[config.mk]
export PLATFORM = sky130hd
export DESIGN_NAME = mtx_client
export DESIGN_NICKNAME = d
export VERILOG_FILES = /design/src/pkg/mtx_pkg.sv /design/src/mtx_client.sv /design/src/mtx_keep_mask.sv
export SDC_FILE = /design/constraint.sdc
export NUM_CORES = 1
export LEC_CHECK = 0
export BUFFER_PORTS_ARGS = -buffer_cell sky130_fd_sc_hd__buf_2
export CORE_ASPECT_RATIO = 0.8
export CORE_MARGIN = 3
export CORE_UTILIZATION = 30
export CTS_CLUSTER_DIAMETER = 60
export CTS_CLUSTER_SIZE = 20
export DETAILED_ROUTE_END_ITERATION = 8
export PLACE_DENSITY = 0.53
export REMOVE_ABC_BUFFERS = 1
export SYNTH_ARGS = -nofsm -noshare
export SYNTH_HDL_FRONTEND = slang
export SYNTH_SLANG_ARGS = --single-unit
export TNS_END_PERCENT = 100
[constraint.sdc]
create_clock -name clk -period 8.4 [get_ports clk]
set_input_delay 2.1 -clock clk [delete_from_list [all_inputs] [get_ports clk]]
set_output_delay 2.1 -clock clk [all_outputs]
set_load 0.03 [all_outputs]
[src/pkg/mtx_pkg.sv]
// mtx_pkg: constants and beat layout for the transmit stream client
// assumes a 64-bit stream toward the mac, one clock, no register bus
`default_nettype none
package mtx_pkg;
    localparam int DATA_W = 64;
    localparam int LANES = 8;
    localparam int LANE_W = 8;
    localparam int CNT_W = 16;
    localparam int LCNT_W = 4;
    localparam logic [CNT_W-1:0] HDR_BYTES = 16'h000e;
    localparam logic [CNT_W-1:0] MIN_FRAME_BYTES = 16'h003c;
    localparam logic [CNT_W-1:0] CNT_ZERO = 16'h0000;
    localparam logic [LCNT_W-1:0] LANES_CNT = 4'h8;
    localparam logic [7:0] IFG_RST = 8'h00;

    typedef struct packed {
        logic [DATA_W-1:0] data;
        logic [LANES-1:0] keep;
        logic last;
        logic user;
    } mtx_beat_t;

    typedef enum logic [0:0] {
        MTX_FWD,
        MTX_PAD
    } mtx_state_t;
endpackage : mtx_pkg
`default_nettype wire

[src/mtx_client.sv]
// mtx_client: client logic feeding the transmit stream port of a 10g mac
// assumes the mac runs on clk and answers with macReady on the same clock
// Notes on behaviour
// - lane n is bits 8n+7:8n, keep n
// - raise valid with first word, same cycle
// - hold beat until ready, then next beat
// - last for one beat, partial keep allowed
// - header in-band: da lane0, sa lane6
// - in-band fcs: client pads short frames
// - abort by user flag with valid high
// - aborted frame still carries da, sa, type
// - aborted frames are never resent here
// - valid may stay high across frames; here macValid drops for a cycle after every forwarded user beat, frame end or not, unless pad beats follow it
`default_nettype none
module mtx_client
    import mtx_pkg::*;
(
    input wire logic clk,
    input wire logic rst_n,
    // user side
    input wire logic usrValid,
    input wire logic [mtx_pkg::DATA_W-1:0] usrData,
    input wire logic [mtx_pkg::LANES-1:0] usrKeep,
    input wire logic usrLast,
    input wire logic usrAbort,
    output logic usrReady,
    input wire logic fcsInband,
    input wire logic [7:0] ifgCfg,
    // mac side
    output logic macRstN,
    output logic macValid,
    output logic [mtx_pkg::DATA_W-1:0] macData,
    output logic [mtx_pkg::LANES-1:0] macKeep,
    output logic macLast,
    output logic macUser,
    input wire logic macReady,
    output logic [7:0] macIfgDelay
);
    import mtx_pkg::*;

    mtx_beat_t slot_r, slot_nxt;
    logic slotValid_r, slotValid_nxt;
    logic usrReady_r, usrReady_nxt;
    mtx_state_t state_r, state_nxt;
    logic [CNT_W-1:0] count_r, count_nxt;
    logic abortPend_r, abortPend_nxt;
    logic macRstN_r;
    logic [7:0] ifgDelay_r;
    logic [LCNT_W-1:0] padLanes;
    logic [LANES-1:0] padKeep;
    logic [CNT_W-1:0] padRem;

    function automatic logic [LCNT_W-1:0] popCount(input logic [LANES-1:0] k);
        logic [LCNT_W-1:0] c;
        c = '0;
        for (int i = 0; i < LANES; i++) begin
            c = c + LCNT_W'(k[i]);
        end
        return c;
    endfunction : popCount

    assign padRem = MIN_FRAME_BYTES - count_r;
    assign padLanes = (padRem > CNT_W'(LANES_CNT)) ? LANES_CNT : padRem[LCNT_W-1:0];

    mtx_keep_mask #(
        .LANES(LANES),
        .LCNT_W(LCNT_W)
    ) uPadMask (
        .laneCnt(padLanes),
        .keep(padKeep)
    );

    always_comb begin
        logic take;
        logic slotFree;
        logic abortNow;
        logic [CNT_W-1:0] total;
        take = 1'b0;
        slotFree = 1'b0;
        abortNow = 1'b0;
        total = '0;
        slot_nxt = slot_r;
        slotValid_nxt = slotValid_r;
        state_nxt = state_r;
        count_nxt = count_r;
        abortPend_nxt = abortPend_r;
        // beat stays put until the mac takes it
        if (slotValid_r && macReady) begin
            slotValid_nxt = 1'b0;
        end
        slotFree = !slotValid_r || macReady;
        case (state_r)
            MTX_FWD: begin
                take = usrValid && usrReady_r;
                if (take) begin
                    total = count_r + CNT_W'(popCount(usrKeep));
                    abortNow = usrAbort || abortPend_r;
                    // data and keep pass lane for lane
                    slot_nxt.data = usrData;
                    slot_nxt.keep = usrKeep;
                    // abort is held back until the header has gone out or the frame's last beat arrives
                    slot_nxt.user = abortNow && (total >= HDR_BYTES || usrLast);
                    abortPend_nxt = abortNow && !(total >= HDR_BYTES || usrLast);
                    slotValid_nxt = 1'b1; // valid and data rise together
                    if (usrLast && fcsInband && total < MIN_FRAME_BYTES) begin
                        slot_nxt.last = 1'b0; // short frame, pad it ourselves
                        state_nxt = MTX_PAD;
                        count_nxt = total;
                    end else if (usrLast) begin
                        slot_nxt.last = 1'b1; // single last beat, partial
                        count_nxt = CNT_ZERO;
                        abortPend_nxt = 1'b0;
                    end else begin
                        slot_nxt.last = 1'b0;
                        count_nxt = total;
                    end
                end
            end
            MTX_PAD: begin
                if (slotFree) begin
                    slot_nxt.data = '0;
                    slot_nxt.keep = padKeep; // zero bytes up to minimum length
                    slot_nxt.user = 1'b0;
                    slot_nxt.last = (padRem <= CNT_W'(LANES_CNT));
                    slotValid_nxt = 1'b1;
                    count_nxt = count_r + CNT_W'(padLanes);
                    if (padRem <= CNT_W'(LANES_CNT)) begin
                        state_nxt = MTX_FWD;
                        count_nxt = CNT_ZERO;
                    end
                end
            end
            default: begin
                state_nxt = MTX_FWD;
            end
        endcase
        // the next user beat may be taken once the slot empties; macValid drops for a cycle first
        usrReady_nxt = (state_nxt == MTX_FWD) && !slotValid_nxt;
    end

    // aborted frames are dropped for good; the user resubmits if wanted
    always_ff @(posedge clk) begin
        if (!rst_n) begin
            slot_r <= '0;
            slotValid_r <= 1'b0;
            usrReady_r <= 1'b0;
            state_r <= MTX_FWD;
            count_r <= CNT_ZERO;
            abortPend_r <= 1'b0;
        end else begin
            slot_r <= slot_nxt;
            slotValid_r <= slotValid_nxt;
            usrReady_r <= usrReady_nxt;
            state_r <= state_nxt;
            count_r <= count_nxt;
            abortPend_r <= abortPend_nxt;
        end
    end

    // mac reset follows ours one cycle late; gap extension is registered
    always_ff @(posedge clk) begin
        if (!rst_n) begin
            macRstN_r <= 1'b0;
            ifgDelay_r <= IFG_RST;
        end else begin
            macRstN_r <= 1'b1;
            ifgDelay_r <= ifgCfg;
        end
    end

    assign usrReady = usrReady_r;
    assign macRstN = macRstN_r;
    assign macValid = slotValid_r;
    assign macData = slot_r.data;
    assign macKeep = slot_r.keep;
    assign macLast = slot_r.last;
    assign macUser = slot_r.user;
    assign macIfgDelay = ifgDelay_r;
endmodule : mtx_client
`default_nettype wire

[src/mtx_keep_mask.sv]
// mtx_keep_mask: keep bits for the first n byte lanes
// assumes n never exceeds the lane count
`default_nettype none
module mtx_keep_mask #(
    parameter int LANES = 8,
    parameter int LCNT_W = 4
) (
    input wire logic [LCNT_W-1:0] laneCnt,
    output logic [LANES-1:0] keep
);
    always_comb begin
        for (int i = 0; i < LANES; i++) begin
            keep[i] = (LCNT_W'(i) < laneCnt);
        end
    end
endmodule : mtx_keep_mask
`default_nettype wire

Word level (Yosys, flattened, before mapping) --
Cells that the tools add are included.
Cells by class: add/subtract/negate cells 10, $lt $le $gt $ge 12, equality and inequality tests 2, mux-type cells 24, bitwise gates (word level) 2, reductions and logical operators 15
Operators with widths (count):
- two-way mux 74 bit | 2
- one-hot mux 74 bit (2 select lines) | 1
- two-way mux 16 bit | 5
- adder 16 x 4 -> 16 bit | 2
- one-hot mux 16 bit (2 select lines) | 1
- adder 4 x 1 -> 4 bit | 4
- greater-or-equal comparator 16 x 4 -> 1 bit, second input constant | 1
- > comparator 16 x 4 -> 1 bit, second input constant | 1
- less-or-equal comparator 16 x 4 -> 1 bit, second input constant | 1
- less-than comparator 16 x 6 -> 1 bit, second input constant | 1
- less-than comparator 3 x 4 -> 1 bit, first input constant | 4
- subtractor 6 x 16 -> 16 bit, first input constant | 1
- two-way mux 1 bit | 12
- less-than comparator 1 x 4 -> 1 bit, first input constant | 2
- less-than comparator 2 x 4 -> 1 bit, first input constant | 2
- logical AND 1 bit | 7
- adder 3 x 1 -> 4 bit | 1
- two-way mux 4 bit | 1
- one-hot mux 1 bit (2 select lines) | 2
- AND reduction 2 bit | 2
- adder 2 x 1 -> 3 bit | 1
- zero test 1 bit | 3
- logical OR 1 bit | 3
- adder 1 x 1 -> 2 bit | 1
- 3 further kinds | 4
Word-level totals: register bits 103, input bits 87, output and inout port bits 85, word-level logic and storage cells 76

Logic depth before layout (Yosys ltp) --
Gate-level depths: netlist of the first run.
depth after elaboration 15, depth in mapped cells 20

By module --
A second synthesis of the first run with hierarchy kept.
Second synthesis, totals: cells, all modules 608, area total of the unflattened synthesis 5187.5 um2
Modules (own cells, without submodules):
- mtx_client | times used 1, cells each 599, area each 5119.9 um2
- mtx_keep_mask | times used 1, cells each 9, area each 67.6 um2

Worst setup path before layout of the first run --
No wires, ideal clock.
path kind input port to flip-flop, start input usrKeep[0] (netlist name), end register count_r[9], setup time 0.059 ns, arrival 6.682 ns, required time 8.341 ns, setup slack 1.659 ns, cell stages on the path 16, cell sequence fa_1 -> inv_1 -> fa_1 -> fa_1 -> fa_1 -> fa_1 -> nand2b_1 -> a211oi_1 -> nand3_1 -> a211oi_1 -> nand4_1 -> o32ai_1 -> clkbuf_1 -> nand2_1 -> a31oi_1 -> o21a_1
On the way: cells in the longest elaborated chain, start to end 13, elaborated cells between the ends (all ways) 14, those cells by class add/sub: 8; order compare: 1; mux: 4; reduce/logical: 1
Ends and longest elaborated chain:
- start: declaration | line mtx_client.sv:23 | input wire logic [mtx_pkg::LANES-1:0] usrKeep,
- adder 1 x 1 -> 2 bit (*) | line mtx_client.sv:57 | c = c + LCNT_W'(k[i]);
- adder 2 x 1 -> 3 bit (*) | line mtx_client.sv:57
- adder 3 x 1 -> 4 bit (*) | line mtx_client.sv:57
- adder 4 x 1 -> 4 bit (*) (4 in a row) | line mtx_client.sv:57
- adder 16 x 4 -> 16 bit (*) | line mtx_client.sv:96 | total = count_r + CNT_W'(popCount(usrKeep));
- less-than comparator 16 x 6 -> 1 bit | line mtx_client.sv:105 | if (usrLast && fcsInband && total < MIN_FRAME_BYTES) begin
- logical AND 1 bit | line mtx_client.sv:105
- two-way mux 16 bit (*) | line mtx_client.sv:105
- two-way mux 16 bit (*) | line mtx_client.sv:95 | if (take) begin
- one-hot mux 16 bit (2 select lines) (*) | line mtx_client.sv:92 | case (state_r)
- end signal: assignment | line mtx_client.sv:155 | count_r <= count_nxt;
- end: declaration | line mtx_client.sv:45 | logic [CNT_W-1:0] count_r, count_nxt;
Every way passes the cells marked *; elsewhere a longest branch is shown, timed or not. The select of a mux whose other input is x is not followed. A chain may end at the register's enable or synchronous reset.

Worst setup path in the final report of the first run --
start input usrKeep[0] (netlist name), end register count_r[6]
Same word-level chain as after synthesis.

==> impl_metrics.env, run 1 <==
export IMPL_rrSetupSlack_ps=3220
export IMPL_worst_pin_slew_ps=907.0
export IMPL_ys_seq_elements=103
export IMPL_hp_class="reg2reg"
export IMPL_routed_wl_um=15780
export IMPL_peakVddDrop_v=0.00009876
export IMPL_die_area_um2=18940
export IMPL_cp_slowest_cell="fa_1"
export IMPL_slew_headroom_pct=39.54
export IMPL_cts_tree="yes"
export IMPL_mappedNetlistArea_um2=5194
export IMPL_drive_gt1_share_pct=26.95
export IMPL_period_minus_slack_ps=6714
export IMPL_grt_pass1_wl_um=25130
export IMPL_io_buffers=171
export IMPL_required_ps=8690
export IMPL_setup_viol=0
export IMPL_yosysSeqAreaShare_pct=39.70
export IMPL_fp_row_count=42
export IMPL_grtUsageTotal_pct=15.80
export IMPL_maxCapViolCount=0
export IMPL_syn_area_per_cell_um2=8.391
export IMPL_diodes=0
export IMPL_ant_nets=0
export IMPL_period_share_pct=79.93
export IMPL_fmax_mhz=148.9
export IMPL_fin_hold_ws_ps=451.8
export IMPL_power_leakage_uw=0.002770
export IMPL_worst_clock_skew_ps=8.342
export IMPL_hpwlAfterDp_um=11140
export IMPL_start_kind="input pin"
export IMPL_swShare_pct=31.85
export IMPL_area_growth_pct=23.97
export IMPL_power_uw=1190
export IMPL_cts_sinks=103
export IMPL_cts_htree_levels=3
export IMPL_fin_setup_tns_ps=0
export IMPL_max_stage_delay_ps=530
export IMPL_power_frac_seq_pct=44.7
export IMPL_yosysWarnings=0
export IMPL_final_cells=977
export IMPL_drtPass1Iterations=5
export IMPL_ctsHoldBuffers=0
export IMPL_cts_buffers=9
export IMPL_cp_top_family="adder cells"
export IMPL_grt_antenna_before_repair=0
export IMPL_wl_per_cell_um=16.15
export IMPL_hold_viol=0
export IMPL_overflow=0
export IMPL_p_comb_share_pct=20.9
export IMPL_end_kind="flip-flop"
export IMPL_ys_types=67
export IMPL_viasPerCell=5.343
export IMPL_critPathArrivalTime_ps=7000
export IMPL_cts_resized=0
export IMPL_drtIter0Drc=507
export IMPL_chipHeight_um=123.7
export IMPL_grt_pass1_vias=4844
export IMPL_postCtsSetupRepairBufs=0
export IMPL_rsz0062_at_grt="false"
export IMPL_cts_buffer_depth=2
export IMPL_vias=5220
export IMPL_initial_utilization_pct=30.98
export IMPL_nNetsFinal=853
export IMPL_die_width_um=153.1
export IMPL_path_clk_slew_ps=70
export IMPL_drv_slew=0
export IMPL_place_gp_congestion=0.9014
export IMPL_cp_cell_sequence="buf_2 > fa_1 > inv_1 > fa_1 > fa_1 > fa_1 > fa_1 > nand2b_1 > a211oi_1 > nand3_1 > a211oi_1 > nand4_1 > o32ai_2 > buf_4 > nand3_1 > a211oi_1 > o221a_1"
export IMPL_power_switching_uw=379.2
export IMPL_core_um2=16760
export IMPL_outcome="complete, no violations"
export IMPL_crit_type="in2reg"
export IMPL_internal_power_uw=811.2
export IMPL_netlist_instances=619
export IMPL_ys_flop_type="dfxtp_1"
export IMPL_synth_edf_count=0
export IMPL_dpl_cell_count=961
export IMPL_drc=0
export IMPL_crit_buf_inv=3
export IMPL_grt_max_degree=84
export IMPL_path_max_fanout=17
export IMPL_p_clk_share_pct=34.4
export IMPL_powerDensity_nw_per_um2=184.9
export IMPL_pin_count=172
export IMPL_clk_latency_ps=350
export IMPL_cts_root_buffer="clkbuf_16"
export IMPL_crit_top_cell="fa_1"
export IMPL_synthArstFlopShare_pct=0
per-layer routing:
layer | global-route usage (%) | wire [um]
met5 | 0 | 0
met4 | 3.450 | 196
met3 | 3.508 | 1042
met2 | 23.84 | 6855
met1 | 23.12 | 7685
power by group through the flow:
stage | sequential (uW) | clock [uW] | combinational, uW
floorplan | 585 | 0 | 121
global placement | 543 | 0 | 246
detailed placement | 543 | 0 | 249
CTS | 533 | 424 | 250
global route | 536 | 443 | 275
finish | 533 | 409 | 249
synthesized netlist by cell type (10+ instances only):
cell type  number  area share (%)
dfxtp_1       103              40
nor2_1         97             7.0
a22oi_1        65             9.4
clkbuf_1       43             3.1
nand2_1        31             2.2
o21ai_0        28             2.7
a21oi_1        26             2.5
inv_1          17             1.2
and2_1         16             1.9
nor3_1         13             1.3
o21a_1         10             1.4
o31ai_1        10             1.4
path summary, 6_finish.rpt:
kind | from | to | depth (start not counted)
worst max-delay path | usrKeep[0] | count_r[6] | 17
worst min register to register | macUser | macUser | 2
worst max register to register | count_r[0] | count_r[6] | 15
worst min-delay path | macUser | macUser | 2
worst min-delay path, stage by stage (launching register included):
cell and delay (ps):
dfxtp_1 310, nand2_1 50, a21oi_1 50
per-stage QoR:
step	instance area (um^2)	setup slack, ps	utilization (%)
after floorplan	4964	438.0	-
after global placement	6151	1531	36.69
after detailed placement	6151	1332	36.69
after CTS	6439	1690	38.41
after global routing	6439	1312	38.41
final	6439	1686	38.41
cells by family (layout without fill, tap and decap cells):
family,after synthesis,after routing,share of synthesized area (%)
simple gates,213,213,19.66
mux,2,2,0.3855
buf+inv,70,208,5.661
compound gates,201,201,27.80
flops,103,103,39.70
xor+xnor,16,16,2.698
fa+ha+maj,14,14,4.096
state kept, by name, summed over array words and instances (netlist names), 8 cells and up:
name,flops
count_r,16
macData,64
macIfgDelay,8
macKeep,8
area by class of cell:
class / count / area [um^2]
clock buffers: 9 / 225.2
flip-flops and latches: 103 / 2062
multi-input cells: 446 / 2864
repair buffers: 175 / 885.9
fillers: 1705 / 10320
inverters: 17 / 63.81
well taps: 220 / 275.3
clock inverters: 7 / 62.56
placed cells by master, fill, tap and decap left out, types with 7 or more instances in the layout:
cell | synthesis | layout
buf_2 | 1 | 171
dfxtp_1 | 103 | 103
nor2_1 | 97 | 96
a22oi_1 | 65 | 65
nand2_1 | 31 | 31
o21ai_0 | 28 | 28
a21oi_1 | 26 | 25
inv_1 | 17 | 16
and2_1 | 16 | 16
nor3_1 | 13 | 13
o31ai_1 | 10 | 10
o21a_1 | 10 | 10
nand3_1 | 9 | 9
a211oi_1 | 9 | 9
xnor2_1 | 9 | 9
or3_1 | 9 | 9
ha_1 | 9 | 9
clkbuf_16 | 0 | 9
xor2_1 | 7 | 7
Power figures use the tool's default switching activity.
==> inputs of run 2 (changes only) <==
- PLACE_DENSITY: 0.53 -> 0.55
- clock period: 8.4 -> 5.9 ns (I/O delays scaled with it)
==> impl_metrics.env, run 2 (synthesized netlist as in run 1, its figures left out) <==
export IMPL_setup_viol=0
export IMPL_num_fill_cells=1734
export IMPL_cp_top_family="adder cells"
export IMPL_wl_per_cell_um=16.32
export IMPL_drt_met1_wl_um=7659
export IMPL_ctsHoldBuffers=0
export IMPL_drive_gt1_share_pct=28.10
export IMPL_period_share_pct=96.83
export IMPL_overflow=0
export IMPL_max_stage_delay_ps=520
export IMPL_grtUsageTotal_pct=15.83
export IMPL_drtIter0Drc=393
export IMPL_period_minus_slack_ps=5713
export IMPL_cp_cell_sequence="buf_2 > fa_1 > inv_1 > fa_1 > fa_1 > fa_1 > fa_1 > nand2b_4 > a21o_4 > xnor2_1 > o31ai_1 > o32ai_2 > buf_4 > and2_1 > o32a_1 > o221a_1"
export IMPL_chipHeight_um=123.7
export IMPL_routed_wl_um=16080
export IMPL_rr_startpoint="count_r[0]"
export IMPL_vias=5167
export IMPL_pin_count=172
export IMPL_area_growth_pct=26.26
export IMPL_fp_row_count=42
export IMPL_dpl_worst_slack_ps=-196.9
export IMPL_final_common_cell="buf_2"
export IMPL_path_max_fanout=9
export IMPL_rrSetupSlack_ps=1140
export IMPL_largest_reg_flops=64
export IMPL_worst_clock_skew_ps=12.99
export IMPL_critPathArrivalTime_ps=5940
export IMPL_outcome="complete, no violations"
export IMPL_cts_sinks=103
export IMPL_start_kind="input pin"
export IMPL_reg2reg_depth=14
export IMPL_cts_root_buffer="clkbuf_16"
export IMPL_powerDensity_nw_per_um2=268.4
export IMPL_grt_max_degree=68
export IMPL_crit_top_cell="fa_1"
export IMPL_cts_buffer_depth=2
export IMPL_viasPerCell=5.246
export IMPL_wl_met2_um=7173
export IMPL_top_layer="met4"
export IMPL_end_kind="flip-flop"
export IMPL_power_leakage_uw=0.002829
export IMPL_io_buffers=171
export IMPL_cts_htree_levels=3
export IMPL_nNetsFinal=861
export IMPL_peakVddDrop_v=0.0001578
export IMPL_crit_buf_inv=3
export IMPL_grt_pass1_wl_um=24930
export IMPL_worst_pin_slew_ps=960.6
export IMPL_initial_utilization_pct=30.98
export IMPL_hp_class="reg2reg"
export IMPL_wl_met3_um=985
export IMPL_hpwlAfterDp_um=11420
export IMPL_fin_hold_ws_ps=451.7
export IMPL_die_width_um=153.1
export IMPL_clk_latency_ps=350
export IMPL_timing_final_ws_setup_ps=186.7
export IMPL_drtPass1Iterations=5
export IMPL_hold_viol=0
export IMPL_critical_path_depth=16
export IMPL_cts_tree="yes"
export IMPL_grt_antenna_before_repair=0
export IMPL_die_area_um2=18940
export IMPL_cp_slowest_cell="fa_1"
export IMPL_ant_nets=0
export IMPL_core_um2=16760
export IMPL_fmax_mhz=175.0
export IMPL_place_gp_congestion=0.8405
export IMPL_power_uw=1760
export IMPL_maxCapViolCount=0
export IMPL_diodes=0
export IMPL_crit_start="usrKeep[0]"
export IMPL_path_clk_slew_ps=70
export IMPL_crit_type="in2reg"
export IMPL_crit_end="count_r[6]"
export IMPL_crit_reg2reg_capture="count_r[6]"
export IMPL_layout_common_cells="buf_2, dfxtp_1, nor2_1, a22oi_1, nand2_1"
export IMPL_fin_setup_tns_ps=0
export IMPL_drv_slew=0
export IMPL_slew_headroom_pct=35.82
export IMPL_grt_pass1_vias=4623
export IMPL_required_ps=6130
export IMPL_drc=0
export IMPL_cts_buffers=9
## run 2: cell count changes in the layout (fill, tap and decap cells not counted)
cell | previous run | this run
a2111oi_0 | 1 | 0
bufinv_16 | 0 | 1
buf_4 | 4 | 12
a211oi_1 | 9 | 8
a211oi_2 | 0 | 1
nand2b_4 | 0 | 1
clkinv_8 | 0 | 2
clkinv_4 | 2 | 1
a21o_4 | 0 | 1
a21o_1 | 3 | 2
nand2b_1 | 5 | 4
inv_8 | 2 | 1
clkinv_2 | 1 | 0
a2111oi_1 | 0 | 1
## run 2: worst min-delay path, stage by stage, from the launching register on
cell and delay [ps]:
dfxtp_1 310, nand2_1 50, a21oi_1 50
## run 2: layer usage
metal	GRT usage, %	vias to the layer above
met3	2.848	14
li1	-	2551
met4	4.229	0
met5	0	-
met1	23.50	2441
met2	23.65	161
## run 2: what timing repair did
| item | 4_1_cts | 5_1_grt |
|---|---|---|
| buffers inserted | 0 | 1 |
| resized for setup | 0 | 4 |
| setup endpoints to repair | 0 | 10 |
## run 2: power by group
| part | internal, uW | switching (uW) | leakage [uW] |
|---|---|---|---|
| clock | 344 | 294 | 0.000158 |
| combinational | 134 | 231 | 0.00183 |
| sequential | 730 | 26.9 | 0.000841 |
## run 2: area by class of cell
type | instances | area (um^2) | area share (%)
clock inverter | 7 | 100.1 | 1.526
inverter | 17 | 63.81 | 0.9731
sequential | 103 | 2062 | 31.44
tap | 220 | 275.3 | 4.198
timing repair buffer | 183 | 945.9 | 14.42
multi-input combinational | 446 | 2885 | 44.00
clock buffer | 9 | 225.2 | 3.434
## run 2: worst min-delay path by stage
stage / from / endpoint / slack (ps) / cells after the start
finish: macUser / macUser / 450 / 2
global route: macUser / macUser / 470 / 2
CTS: macUser / macUser / 450 / 2
detailed placement: macUser / macUser / 440 / 2
global placement: macUser / macUser / 440 / 2
floorplan: abortPend_r / abortPend_r / 490 / 2
## run 2: through the flow
step | cell area [um^2] | std cells | util [%]
after floorplan | 4964 | 566 | -
after global placement | 6203 | 968 | 37.01
after detailed placement | 6203 | 968 | 37.01
after CTS | 6529 | 984 | 38.95
after global routing | 6558 | 985 | 39.12
final | 6558 | 985 | 39.12
